## config.mk

```make
export PLATFORM = sky130hd
export DESIGN_NAME = sfds_core
export DESIGN_NICKNAME = d
export VERILOG_FILES = /design/src/verilog/sfds_pkg.sv /design/src/verilog/sfds_core.sv
export SDC_FILE = /design/constraint.sdc
export NUM_CORES = 1
export LEC_CHECK = 0
export CAP_MARGIN = 25
export CELL_PAD_IN_SITES_DETAIL_PLACEMENT = 1
export CELL_PAD_IN_SITES_GLOBAL_PLACEMENT = 1
export CORE_ASPECT_RATIO = 1.75
export CORE_MARGIN = 2
export CORE_UTILIZATION = 54
export CTS_CLUSTER_SIZE = 40
export DETAILED_ROUTE_END_ITERATION = 7
export DONT_BUFFER_PORTS = 1
export PLACE_DENSITY = 0.91
export SLEW_MARGIN = 15
export SYNTH_ARGS = -nofsm -noshare
export SYNTH_HDL_FRONTEND = slang
export SYNTH_SLANG_ARGS = --single-unit
```

## constraint.sdc

```tcl
create_clock -name core_clk_i -period 5 [get_ports core_clk_i]
set_input_delay 1 -clock core_clk_i [delete_from_list [all_inputs] [get_ports core_clk_i]]
set_output_delay 1 -clock core_clk_i [all_outputs]
set_load 0.02 [all_outputs]
```

## src/verilog/sfds_pkg.sv

```systemverilog
package sfds_pkg;
   // ****************************************************************
   // register map, byte addresses on the Avalon slave
   // ****************************************************************
   localparam logic [7:0] ADDR_FIFO_DMA = 8'h1C;
   localparam logic [7:0] ADDR_INT_FLAGS = 8'h20;
   localparam logic [7:0] ADDR_MODE = 8'h40;
   localparam logic [7:0] ADDR_DATA = 8'h44;

   // ****************************************************************
   // field positions and reset values
   // ****************************************************************
   localparam int BIT_TX_DMA_EN = 15;
   localparam int BIT_TX_FLUSH = 7;
   localparam int BIT_TX_FIFO_EN = 6;
   localparam int BIT_RX_DMA_EN = 31;
   localparam int FL_RECEIVE_QUEUE_UNDERRUN_FLAG = 15;
   localparam int FL_RECEIVE_QUEUE_OVERRUN_FLAG = 14;
   localparam int FL_SEND_QUEUE_UNDERRUN_FLAG = 13;
   localparam int FL_SEND_QUEUE_OVERRUN_FLAG = 12;
   localparam int FL_MST_DONE = 11;
   localparam int FL_ABORT = 9;
   localparam int FL_FAULT = 8;
   localparam int FL_SS_DEASSERT = 5;
   localparam int FL_SS_ASSERT = 4;
   localparam int FL_RX_FULL = 3;
   localparam int FL_RX_THD = 2;
   localparam int FL_TX_EMPTY = 1;
   localparam int FL_TX_THD = 0;
   localparam logic [15:0] FLAGS_IMPL = 16'hFB3F;
   localparam logic [15:0] FLAGS_TX = 16'h3003;
   localparam logic [15:0] FLAGS_RST = 16'h0002;
   localparam logic [4:0] TX_THD_RST = 5'h10;
   localparam logic [4:0] RX_THD_RST = 5'h00;
   localparam logic [2:0] SYNC_RST = 3'h2;

   // ****************************************************************
   // fifo geometry and serial clock timing
   // ****************************************************************
   localparam int FIFO_DEPTH = 32;
   localparam int PTR_W = 5;
   localparam logic [6:0] LVL_FULL = 7'h20;
   localparam int CLK_NS = 50;
   localparam int SCK_HALF_NS = 500;
   localparam int SCK_HALF_CYC = (SCK_HALF_NS + CLK_NS - 1) / CLK_NS;

   typedef struct packed {
      logic busy;
      logic [31:0] rdata;
      logic tx_dma_en;
      logic tx_fifo_en;
      logic [4:0] tx_thd;
      logic rx_dma_en;
      logic [4:0] rx_thd;
      logic master;
      logic mm_en;
      logic [15:0] char_cnt;
      logic [15:0] flags;
      logic [PTR_W-1:0] tx_wp;
      logic [PTR_W-1:0] tx_rp;
      logic [6:0] tx_lvl;
      logic [PTR_W-1:0] rx_wp;
      logic [PTR_W-1:0] rx_rp;
      logic [6:0] rx_lvl;
      logic [2:0] sync1;
      logic [2:0] sync2;
      logic [2:0] sync3;
      logic [7:0] shreg;
      logic [2:0] bitcnt;
      logic loaded;
      logic [15:0] chars;
      logic [7:0] div;
      logic sck;
      logic sdo;
      logic ss_out_n;
      logic tx_dreq;
      logic rx_dreq;
   } sfds_state_s;
endpackage

```

## src/verilog/sfds_core.sv

```systemverilog
// Function
// RULE_01 - clearing tx dma enable drops request
// RULE_02 - tx level field shows fifo bytes
// RULE_03 - flush one empties fifo, clears tx flags
// RULE_04 - flush zero changes nothing
// RULE_05 - software disables fifo before flushing
// RULE_06 - tx fifo enable bit, reset zero
// RULE_07 - below tx threshold: flag and dma
// RULE_08 - read of empty rx fifo: underrun
// RULE_09 - slave push into full rx: overrun
// RULE_10 - master stalls clock on rx full
// RULE_11 - slave fetch from empty tx: underrun
// RULE_12 - master stalls on empty tx, no flag
// RULE_13 - write to full tx fifo: overrun
// RULE_14 - master done after programmed characters
// RULE_15 - slave select early release: abort
// RULE_16 - multi-master select assertion sets fault
// RULE_17 - select edges set assert/deassert flags
// RULE_18 - rx fifo becoming full sets flag
// RULE_19 - rx threshold flag above level, clears below
// RULE_20 - tx empty flag, reset one
// RULE_21 - tx threshold flag set below, cleared above
// RULE_22 - rx threshold drives rx dma and flag
// RULE_23 - flags sticky, write one clears
//
// Local design decision: the Avalon-MM interface to the registers.
module sfds_core #(
   parameter int SCK_HALF_CYC = sfds_pkg::SCK_HALF_CYC
) (
   input wire logic core_clk_i,
   input wire logic rst_i,
   input wire logic [7:0] address_i,
   input wire logic read_i,
   input wire logic write_i,
   input wire logic [31:0] writedata_i,
   input wire logic [3:0] byteenable_i,
   output logic [31:0] readdata_o,
   output logic waitrequest_o,
   input wire logic sck_i,
   input wire logic ss_n_i,
   input wire logic sdi_i,
   output logic sck_o,
   output logic sdo_o,
   output logic ss_n_o,
   output logic tx_dma_req_o,
   output logic rx_dma_req_o
);
   sfds_pkg::sfds_state_s s;
   sfds_pkg::sfds_state_s n;
   logic [7:0] tx_mem [sfds_pkg::FIFO_DEPTH];
   logic [7:0] rx_mem [sfds_pkg::FIFO_DEPTH];
   logic tx_push;
   logic tx_pop;
   logic rx_push;
   logic rx_pop;
   logic flush;
   logic fire;
   logic [7:0] rx_byte;
   logic [15:0] set;
   logic [15:0] clr;
   logic [15:0] hwclr;
   logic [31:0] wm;
   logic [31:0] wd;

   // ****************************************************************
   // next state
   // ****************************************************************
   always_comb begin
      logic rd;
      logic wr;
      logic sck_r;
      logic sck_f;
      logic ss_fall;
      logic ss_rise;
      logic tx_empty;
      logic rx_full;
      logic rise;
      logic fall;
      logic fetch;
      rd = 1'b0;
      wr = 1'b0;
      sck_r = 1'b0;
      sck_f = 1'b0;
      ss_fall = 1'b0;
      ss_rise = 1'b0;
      tx_empty = 1'b0;
      rx_full = 1'b0;
      rise = 1'b0;
      fall = 1'b0;
      fetch = 1'b0;
      n = s;
      wm = {{8{byteenable_i[3]}}, {8{byteenable_i[2]}}, {8{byteenable_i[1]}},
            {8{byteenable_i[0]}}};
      wd = writedata_i & wm;
      fire = (read_i || write_i) && !s.busy;
      wr = fire && write_i;
      rd = fire && read_i;
      // one wait cycle per access, then release for one cycle
      n.busy = !((read_i || write_i) && s.busy);
      tx_push = 1'b0;
      tx_pop = 1'b0;
      rx_push = 1'b0;
      rx_pop = 1'b0;
      flush = 1'b0;
      set = '0;
      clr = '0;
      hwclr = '0;
      rx_byte = {s.shreg[6:0], s.sync2[0]};
      // pins: sync1 feeds only sync2
      n.sync1 = {sck_i, ss_n_i, sdi_i};
      n.sync2 = s.sync1;
      n.sync3 = s.sync2;
      sck_r = s.sync2[2] && !s.sync3[2];
      sck_f = !s.sync2[2] && s.sync3[2];
      ss_fall = !s.sync2[1] && s.sync3[1];
      ss_rise = s.sync2[1] && !s.sync3[1];
      tx_empty = (s.tx_lvl == 7'h00) || !s.tx_fifo_en;
      rx_full = (s.rx_lvl == sfds_pkg::LVL_FULL);

      // read data is prepared in the wait cycle
      if (read_i && s.busy) begin
         unique case (address_i)
            sfds_pkg::ADDR_FIFO_DMA: n.rdata = {s.rx_dma_en, s.rx_lvl, 3'h0, s.rx_thd,
               s.tx_dma_en, s.tx_lvl, 1'b0, s.tx_fifo_en, 1'b0, s.tx_thd}; // [RULE_02]
            sfds_pkg::ADDR_INT_FLAGS: n.rdata = {16'h0000, s.flags}; // [RULE_23]
            sfds_pkg::ADDR_MODE: n.rdata = {s.char_cnt, 14'h0000, s.mm_en, s.master};
            sfds_pkg::ADDR_DATA: n.rdata = {24'h000000, rx_mem[s.rx_rp]};
            default: n.rdata = 32'h00000000;
         endcase
      end

      // register writes take effect on the release edge
      if (wr) begin
         unique case (address_i)
            sfds_pkg::ADDR_FIFO_DMA: begin
               if (byteenable_i[1]) begin
                  n.tx_dma_en = wd[sfds_pkg::BIT_TX_DMA_EN];
               end
               if (byteenable_i[0]) begin
                  flush = wd[sfds_pkg::BIT_TX_FLUSH]; // [RULE_03] [RULE_04]
                  n.tx_fifo_en = wd[sfds_pkg::BIT_TX_FIFO_EN]; // [RULE_06]
                  n.tx_thd = wd[4:0];
               end
               if (byteenable_i[2]) begin
                  n.rx_thd = wd[20:16]; // [RULE_22]
               end
               if (byteenable_i[3]) begin
                  n.rx_dma_en = wd[sfds_pkg::BIT_RX_DMA_EN];
               end
            end
            sfds_pkg::ADDR_INT_FLAGS: clr = wd[15:0]; // [RULE_23]
            sfds_pkg::ADDR_MODE: begin
               if (byteenable_i[0]) begin
                  n.master = wd[0];
                  n.mm_en = wd[1];
               end
               if (byteenable_i[2]) begin
                  n.char_cnt[7:0] = wd[23:16];
               end
               if (byteenable_i[3]) begin
                  n.char_cnt[15:8] = wd[31:24];
               end
            end
            sfds_pkg::ADDR_DATA: begin
               if (byteenable_i[0]) begin
                  if (s.tx_lvl == sfds_pkg::LVL_FULL) begin
                     set[sfds_pkg::FL_SEND_QUEUE_OVERRUN_FLAG] = 1'b1; // [RULE_13]
                  end else if (s.tx_fifo_en) begin
                     tx_push = 1'b1; // [RULE_06]
                  end
               end
            end
            default: ;
         endcase
      end
      if (rd && address_i == sfds_pkg::ADDR_DATA) begin
         if (s.rx_lvl == 7'h00) begin
            set[sfds_pkg::FL_RECEIVE_QUEUE_UNDERRUN_FLAG] = 1'b1; // [RULE_08]
         end else begin
            rx_pop = 1'b1;
         end
      end

      // select edges are flagged in either mode
      if (ss_fall) begin
         set[sfds_pkg::FL_SS_ASSERT] = 1'b1; // [RULE_17]
      end
      if (ss_rise) begin
         set[sfds_pkg::FL_SS_DEASSERT] = 1'b1; // [RULE_17]
      end

      // shift engine, slave side follows the synchronised pins
      if (!s.master) begin
         n.sck = 1'b0;
         n.ss_out_n = 1'b1;
         n.loaded = 1'b0;
         n.div = 8'h00;
         if (ss_fall) begin
            n.bitcnt = 3'h0;
            fetch = 1'b1;
         end
         if (ss_rise && s.bitcnt != 3'h0) begin
            set[sfds_pkg::FL_ABORT] = 1'b1; // [RULE_15]
         end
         if (!s.sync2[1]) begin
            rise = sck_r;
            fall = sck_f;
         end
      end else begin
         // a select assertion while master with mm_en set is a contention fault
         if (ss_fall && s.mm_en) begin
            set[sfds_pkg::FL_FAULT] = 1'b1; // [RULE_16]
         end
         if (!s.loaded) begin
            n.div = 8'h00;
            // clock holds low until data and room are both there
            if (!tx_empty && !rx_full) begin // [RULE_10] [RULE_12]
               fetch = 1'b1;
               n.loaded = 1'b1;
               n.bitcnt = 3'h0;
               n.ss_out_n = 1'b0;
            end
         end else if (s.div == 8'(SCK_HALF_CYC - 1)) begin
            n.div = 8'h00;
            if (!s.sck) begin
               n.sck = 1'b1;
               rise = 1'b1;
            end else begin
               n.sck = 1'b0;
               fall = 1'b1;
               if (s.bitcnt == 3'h0) begin
                  n.loaded = 1'b0;
                  n.chars = s.chars + 16'h0001;
                  if (s.chars + 16'h0001 == s.char_cnt) begin
                     set[sfds_pkg::FL_MST_DONE] = 1'b1; // [RULE_14]
                     n.ss_out_n = 1'b1;
                     n.chars = 16'h0000;
                  end
               end
            end
         end else begin
            n.div = s.div + 8'h01;
         end
      end

      // sample on the rising edge, drive on the falling edge
      if (rise) begin
         n.shreg = rx_byte;
         n.bitcnt = s.bitcnt + 3'h1;
         if (s.bitcnt == 3'h7) begin
            if (rx_full) begin
               if (!s.master) begin
                  set[sfds_pkg::FL_RECEIVE_QUEUE_OVERRUN_FLAG] = 1'b1; // [RULE_09]
               end
            end else begin
               rx_push = 1'b1;
               if (s.rx_lvl == sfds_pkg::LVL_FULL - 7'h01) begin
                  set[sfds_pkg::FL_RX_FULL] = 1'b1; // [RULE_18]
               end
            end
            fetch = fetch || !s.master;
         end
      end
      if (fall) begin
         n.sdo = s.shreg[7];
      end
      if (fetch) begin
         if (tx_empty) begin
            // a slave must shift something out: zeros, flagged
            set[sfds_pkg::FL_SEND_QUEUE_UNDERRUN_FLAG] = !s.master; // [RULE_11] [RULE_12]
            n.shreg = 8'h00;
         end else begin
            tx_pop = 1'b1;
            n.shreg = tx_mem[s.tx_rp];
         end
         n.sdo = n.shreg[7];
      end

      // fifo pointers and levels
      n.tx_wp = s.tx_wp + PTR_W_ONE(tx_push);
      n.tx_rp = s.tx_rp + PTR_W_ONE(tx_pop);
      n.tx_lvl = s.tx_lvl + {6'h00, tx_push} - {6'h00, tx_pop};
      n.rx_wp = s.rx_wp + PTR_W_ONE(rx_push);
      n.rx_rp = s.rx_rp + PTR_W_ONE(rx_pop);
      n.rx_lvl = s.rx_lvl + {6'h00, rx_push} - {6'h00, rx_pop};
      if (flush) begin
         n.tx_wp = '0; // [RULE_03]
         n.tx_rp = '0;
         n.tx_lvl = 7'h00;
      end

      // level flags, hardware set wins over software clear
      set[sfds_pkg::FL_TX_EMPTY] = (s.tx_lvl == 7'h00); // [RULE_20]
      set[sfds_pkg::FL_TX_THD] = (s.tx_lvl < {2'b00, s.tx_thd}); // [RULE_07] [RULE_21]
      hwclr[sfds_pkg::FL_TX_THD] = (s.tx_lvl > {2'b00, s.tx_thd}); // [RULE_21]
      set[sfds_pkg::FL_RX_THD] = (s.rx_lvl > {2'b00, s.rx_thd}); // [RULE_19] [RULE_22]
      hwclr[sfds_pkg::FL_RX_THD] = (s.rx_lvl < {2'b00, s.rx_thd}); // [RULE_19]
      n.flags = ((s.flags & ~clr & ~hwclr) | set) & sfds_pkg::FLAGS_IMPL; // [RULE_23]
      if (flush) begin
         n.flags = n.flags & ~sfds_pkg::FLAGS_TX; // [RULE_03]
      end

      // dma requests drop on the same edge the enable clears
      n.tx_dreq = n.tx_dma_en && (s.tx_lvl < {2'b00, s.tx_thd}); // [RULE_01] [RULE_07]
      n.rx_dreq = n.rx_dma_en && (s.rx_lvl > {2'b00, s.rx_thd}); // [RULE_22]
   end

   function automatic logic [sfds_pkg::PTR_W-1:0] PTR_W_ONE(input logic b);
      return {{(sfds_pkg::PTR_W-1){1'b0}}, b};
   endfunction

   // ****************************************************************
   // state and fifo storage
   // ****************************************************************
   always_ff @(posedge core_clk_i) begin
      if (rst_i) begin
         s <= '0;
         s.busy <= 1'b1;
         s.tx_thd <= sfds_pkg::TX_THD_RST;
         s.rx_thd <= sfds_pkg::RX_THD_RST;
         s.flags <= sfds_pkg::FLAGS_RST; // [RULE_20]
         s.sync1 <= sfds_pkg::SYNC_RST;
         s.sync2 <= sfds_pkg::SYNC_RST;
         s.sync3 <= sfds_pkg::SYNC_RST;
         s.ss_out_n <= 1'b1;
      end else begin
         s <= n;
      end
   end

   // storage has no reset: levels guard every pop, but the rx data readback reads rx_mem even when empty
   always_ff @(posedge core_clk_i) begin
      if (tx_push) begin
         tx_mem[s.tx_wp] <= writedata_i[7:0];
      end
      if (rx_push) begin
         rx_mem[s.rx_wp] <= rx_byte;
      end
   end

   // outputs straight from the state register
   assign readdata_o = s.rdata;
   assign waitrequest_o = s.busy;
   assign sck_o = s.sck;
   assign sdo_o = s.sdo;
   assign ss_n_o = s.ss_out_n;
   assign tx_dma_req_o = s.tx_dreq;
   assign rx_dma_req_o = s.rx_dreq;
endmodule // sfds_core

```

==> flow_summary.html <==
<table>
<tr><th>Metric</th><th>Value</th></tr>
<tr><th colspan="2">Status</th></tr>
<tr><td>Result of the run</td><td>completed</td></tr>
<tr><th colspan="2">Setup path</th></tr>
<tr><td>Crit path cell chain</td><td>inv_1 -&gt; ha_1 -&gt; nor4b_1 -&gt; nand2_1 -&gt; and3b_1 -&gt; o21ai_0 -&gt; clkinv_1 -&gt; ha_1 -&gt; inv_1 -&gt; ha_1 -&gt; inv_1 -&gt; fa_1 -&gt; inv_1 -&gt; a21oi_1 -&gt; nor2_1 -&gt; o21ai_0 -&gt; a21oi_1 -&gt; or3_1 -&gt; a21oi_1</td></tr>
<tr><td>Total stage count of the critical path</td><td>19</td></tr>
<tr><td>Critical path capture point type</td><td>flop</td></tr>
<tr><td>Crit path largest cell delay</td><td>between 400 and 500 ps</td></tr>
<tr><td>Path type of the worst setup path</td><td>reg -&gt; reg</td></tr>
<tr><td>Cell class contributing the biggest share of worst-path delay</td><td>simple AND/OR/NAND/NOR gates</td></tr>
<tr><td>Worst endpoint required time</td><td>5460 ps</td></tr>
<tr><td>Launching instance or port of the critical path</td><td>s[52]</td></tr>
<tr><td>Worst endpoint data arrival time</td><td>4790 ps</td></tr>
<tr><td>Maximum fanout along the worst path</td><td>10</td></tr>
<tr><td>Reg2reg path depth</td><td>19</td></tr>
<tr><td>Reg2reg end</td><td>s[73]</td></tr>
<tr><td>Endpoint of the most critical setup path</td><td>s[73]</td></tr>
<tr><td>Most used cell, CP</td><td>inv_1</td></tr>
<tr><td>Slowest library cell on the worst path</td><td>nor4b_1</td></tr>
<tr><td>Setup slack of the most critical reg-to-reg path</td><td>670 ps</td></tr>
<tr><td>Critical path buffers and inverters</td><td>5</td></tr>
<tr><td>Crit Reg-Reg Startpoint</td><td>s[52]</td></tr>
<tr><td>Setup crit start kind</td><td>flop</td></tr>
<tr><th colspan="2">GRT</th></tr>
<tr><td>Total routing resource utilization after global routing</td><td>between 20% and 30%</td></tr>
<tr><td>Maximum number of pins on one net before global-route repair</td><td>~110</td></tr>
<tr><td>Number of antenna violations at the first check in global routing</td><td>3</td></tr>
<tr><td>Leftover overflow at the end of global routing</td><td>0</td></tr>
<tr><td>Wire length of the first global-routing pass</td><td>roughly 110 mm</td></tr>
<tr><td>Via count of the first global-routing pass</td><td>roughly 17k</td></tr>
<tr><th colspan="2">Logic synthesis</th></tr>
<tr><td>Async set-reset flop share out of synthesis</td><td>0%</td></tr>
<tr><td>Net count after synthesis</td><td>about 1.9k</td></tr>
<tr><td>Count of state elements after synthesis</td><td>between 600 and 700</td></tr>
<tr><td>Number of warnings printed during yosys synthesis</td><td>0</td></tr>
<tr><td>Synthesized area divided by synthesized cell count</td><td>between 15 and 20 sq um</td></tr>
<tr><td>Most common cell in the synthesized netlist</td><td>edfxtp_1</td></tr>
<tr><td>Sequential area share after synthesis</td><td>66.97%</td></tr>
<tr><td>Netlist cell types</td><td>64</td></tr>
<tr><td>Cell taking the most area after synthesis</td><td>edfxtp_1</td></tr>
<tr><td>Most common flop cell mapped by yosys</td><td>edfxtp_1</td></tr>
<tr><td>Post-synthesis instance area</td><td>27740 sq um</td></tr>
<tr><td>Top cell type's share of synthesized area</td><td>a little under three fifths</td></tr>
<tr><td>Number of flops mapped to enable cells by yosys</td><td>about 510</td></tr>
<tr><td>Syn Inst Count</td><td>about 1.8k</td></tr>
<tr><td>Cell types with the highest counts after synthesis</td><td>512 x edfxtp_1, 177 x nor2_1, 160 x dfxtp_1, 160 x mux4_2, 90 x nand2_1</td></tr>
<tr><td>Most area-consuming cells after synthesis</td><td>edfxtp_1 55%, mux4_2 13%, dfxtp_1 12%</td></tr>
<tr><th colspan="2">Flow run</th></tr>
<tr><td>Maxcap violations</td><td>0</td></tr>
<tr><th colspan="2">Clock network</th></tr>
<tr><td>Number of gates given a new drive strength after cts</td><td>0</td></tr>
<tr><td>Maximum level of the CTS H-tree</td><td>2</td></tr>
<tr><td>Clock transition at the registers of the reported paths</td><td>about 70 ps</td></tr>
<tr><td>Later-pin clock latency in the skew report</td><td>roughly 600 ps</td></tr>
<tr><td>Clock Root Buffer</td><td>clkbuf_16</td></tr>
<tr><td>Num CTS Buffers</td><td>57</td></tr>
<tr><td>Clock buffer depth</td><td>3</td></tr>
<tr><td>Total clock sinks</td><td>about 670</td></tr>
<tr><td>Count of buffers added by post-CTS timing repair for setup</td><td>0</td></tr>
<tr><td>Number of hold-repair buffers added at the cts stage</td><td>0</td></tr>
<tr><td>CTS tree</td><td>done</td></tr>
<tr><th colspan="2">Power and ir drop</th></tr>
<tr><td>Part of the power in the clock network</td><td>between 40% and 50%</td></tr>
<tr><td>Switching share of power</td><td>just under 20%</td></tr>
<tr><td>Leakage component of the power</td><td>~9.4 nW</td></tr>
<tr><td>Maximum resistive drop on vdd</td><td>between 0.0003 and 0.0004 V</td></tr>
<tr><td>Internal power contribution</td><td>between 0.008 and 0.009 W</td></tr>
<tr><td>Part of the power in combinational logic</td><td>less than 1%</td></tr>
<tr><td>Sum of internal, switching and leakage power</td><td>approximately 0.011 W</td></tr>
<tr><td>Reported net switching power</td><td>between 0.002 and 0.0025 W</td></tr>
<tr><td>Pwr per Cell Area</td><td>353.0 nW/um^2</td></tr>
<tr><td>Sequential group share of total power</td><td>about 56%</td></tr>
<tr><th colspan="2">Detailed routing</th></tr>
<tr><td>DRT antenna net count</td><td>0</td></tr>
<tr><td>Drt pass-1 iters</td><td>5</td></tr>
<tr><td>Average wire per cell in the routed design</td><td>29.91 um</td></tr>
<tr><td>Remaining DRCs</td><td>0</td></tr>
<tr><td>Final wirelength</td><td>between 70 and 80 mm</td></tr>
<tr><td>Total number of vias</td><td>~16k</td></tr>
<tr><td>Initial DRC count</td><td>around 1.5k</td></tr>
<tr><td>DR vias/cell</td><td>around 6.4</td></tr>
<tr><th colspan="2">Place</th></tr>
<tr><td>Total half-perimeter wirelength after legalization and detailed placement</td><td>50.21 mm</td></tr>
<tr><td>I/O Buffers</td><td>0</td></tr>
<tr><td>Routability Congestion</td><td>roughly 0.88</td></tr>
<tr><th colspan="2">STA</th></tr>
<tr><td>Slew HR</td><td>between 30% and 40%</td></tr>
<tr><td>Setup TNS after final layout</td><td>0 ps</td></tr>
<tr><td>Final Max Tran Viols</td><td>0</td></tr>
<tr><td>Number of failing hold endpoints at the final stage</td><td>0</td></tr>
<tr><td>Pin slew with the least headroom to its limit</td><td>just under 1000 ps</td></tr>
<tr><td>Tcrit/Tclk final</td><td>roughly 87%</td></tr>
<tr><td>Final setup violating endpoints</td><td>0</td></tr>
<tr><td>Max Clk Rate</td><td>roughly 0.23 GHz</td></tr>
<tr><td>Tmin final</td><td>4331 ps</td></tr>
<tr><td>RSZ-0062 raised after global routing</td><td>false</td></tr>
<tr><td>Worst clock skew</td><td>~15 ps</td></tr>
<tr><th colspan="2">Cells and area</th></tr>
<tr><td>Share of post-route cells with drive strength above 1</td><td>17.23%</td></tr>
<tr><td>P&amp;R area growth vs syn</td><td>8.800%</td></tr>
<tr><td>Final nets</td><td>around 1.8k</td></tr>
<tr><td>Antenna diodes</td><td>0</td></tr>
<tr><th colspan="2">Floorplanning</th></tr>
<tr><td>Die Y</td><td>303.8 um</td></tr>
<tr><td>Standard-cell rows</td><td>around 110</td></tr>
<tr><td>Top-Level Pins</td><td>just under 90</td></tr>
<tr><td>Die ar.</td><td>around 53000 sq um</td></tr>
<tr><td>Die boundary width</td><td>between 150 and 200 um</td></tr>
<tr><td>Floorplan core area</td><td>50600 sq um</td></tr>
<tr><td>Starting Density</td><td>a little over half</td></tr>
<tr><th colspan="2">Min path</th></tr>
<tr><td>Hold Path Class</td><td>reg -&gt; reg</td></tr>
</table>
==> cells in the final DEF, fill, tap and decap left out, types with 31 or more instances in the layout <==
| cell | instances |
|---|---|
| mux4_2 | 160 |
| clkbuf_16 | 57 |
| edfxtp_1 | 512 |
| nand2_1 | 90 |
| nand3_1 | 40 |
| inv_1 | 41 |
| ha_1 | 47 |
| xnor2_1 | 31 |
| dfxtp_1 | 156 |
| nor2_1 | 177 |
| nor3_1 | 31 |
| a21oi_1 | 61 |
==> flip-flops by register name (all words and copies together) (netlist names) <==
signal and count:
sdo_o 1, n 6, tx_mem 256, ss_n_o 1
readdata_o 32, rx_byte 7, sck_o 1, s 109
rx_dma_req_o 1, rx_mem 256, waitrequest_o 1, tx_dma_req_o 1
==> power groups by stage <==
stage / combinational [W] / sequential (W) / clock, W
global route: 0.0000623 / 0.00599 / 0.00483
CTS: 0.0000576 / 0.00599 / 0.00465
global placement: 0.0000529 / 0.00611 / 0
floorplan: 0.0000633 / 0.00610 / 0
detailed placement: 0.0000562 / 0.00611 / 0
finish: 0.0000584 / 0.00599 / 0.00460
==> layout make-up <==
type | count | area (sq um)
repair buffers | 30 | 307.8
clock buffers | 64 | 1453
inverters | 42 | 157.7
clock inverters | 39 | 457.9
well taps | 666 | 833.3
multi-input cells | 917 | 8384
flip-flops and latches | 672 | 18590
fillers | 4485 | 20420
==> kinds of logic after synthesis <==
| kind of cell | after synthesis | share of synthesized area, % |
|---|---|---|
| flip-flops | 672 | 66.97 |
| XOR/XNOR | 60 | 1.894 |
| AO/OA/AOI/OAI | 167 | 4.077 |
| buffers and inverters | 166 | 2.846 |
| AND/OR/NAND/NOR | 453 | 7.907 |
| multiplexers | 188 | 14.04 |
| adder cells (fa/ha/maj) | 49 | 2.264 |
==> metal layers <==
| metal | vias to the layer above | wire, um | track usage, % | share of wire [%] |
|---|---|---|---|---|
| met2 | 585 | 39840 | 50.94 | 55 |
| li1 | 6646 | - | - | - |
| met4 | 6 | 4055 | 14.01 | 5.6 |
| met1 | 8123 | 24570 | 31.14 | 34 |
| met5 | - | 35 | 0 | 0.048 |
| met3 | 199 | 4175 | 4.835 | 5.7 |
==> metrics by stage <==
stage	hold slack, ps	util (%)	worst slack, ps	instance area (sq um)	cells
finish	462.9	59.65	669.5	30180	2430
floorplan	389.5	-	995.0	27740	1755
CTS	457.8	59.56	679.1	30130	2428
global route	472.6	59.65	316.3	30180	2430
global placement	419.0	55.63	583.0	28150	2320
detailed placement	430.9	55.78	469.6	28220	2325
==> how the worst min path moves through the flow <==
stage               startpoint  endpoint  slack (ps)  depth (start not counted)
CTS                      n[44]     n[41]         460                          1
finish                   n[44]     n[41]         460                          1
global placement         n[44]     n[41]         420                          1
floorplan                n[45]     n[42]         390                          1
detailed placement       n[45]     n[42]         430                          1
global route             n[45]     n[42]         470                          1
==> worst reg2reg max path: stages (launching register included) <==
cell and delay, ps:
dfxtp_1 380, inv_1 110, ha_1 140, nor4b_1 470, nand2_1 280, and3b_1 250
o21ai_0 150, clkinv_1 340, ha_1 410, inv_1 70, ha_1 210, inv_1 80
fa_1 440, inv_1 80, a21oi_1 60, nor2_1 160, o21ai_0 130, a21oi_1 220
or3_1 150, a21oi_1 60
(Power assumes the default switching activity.)
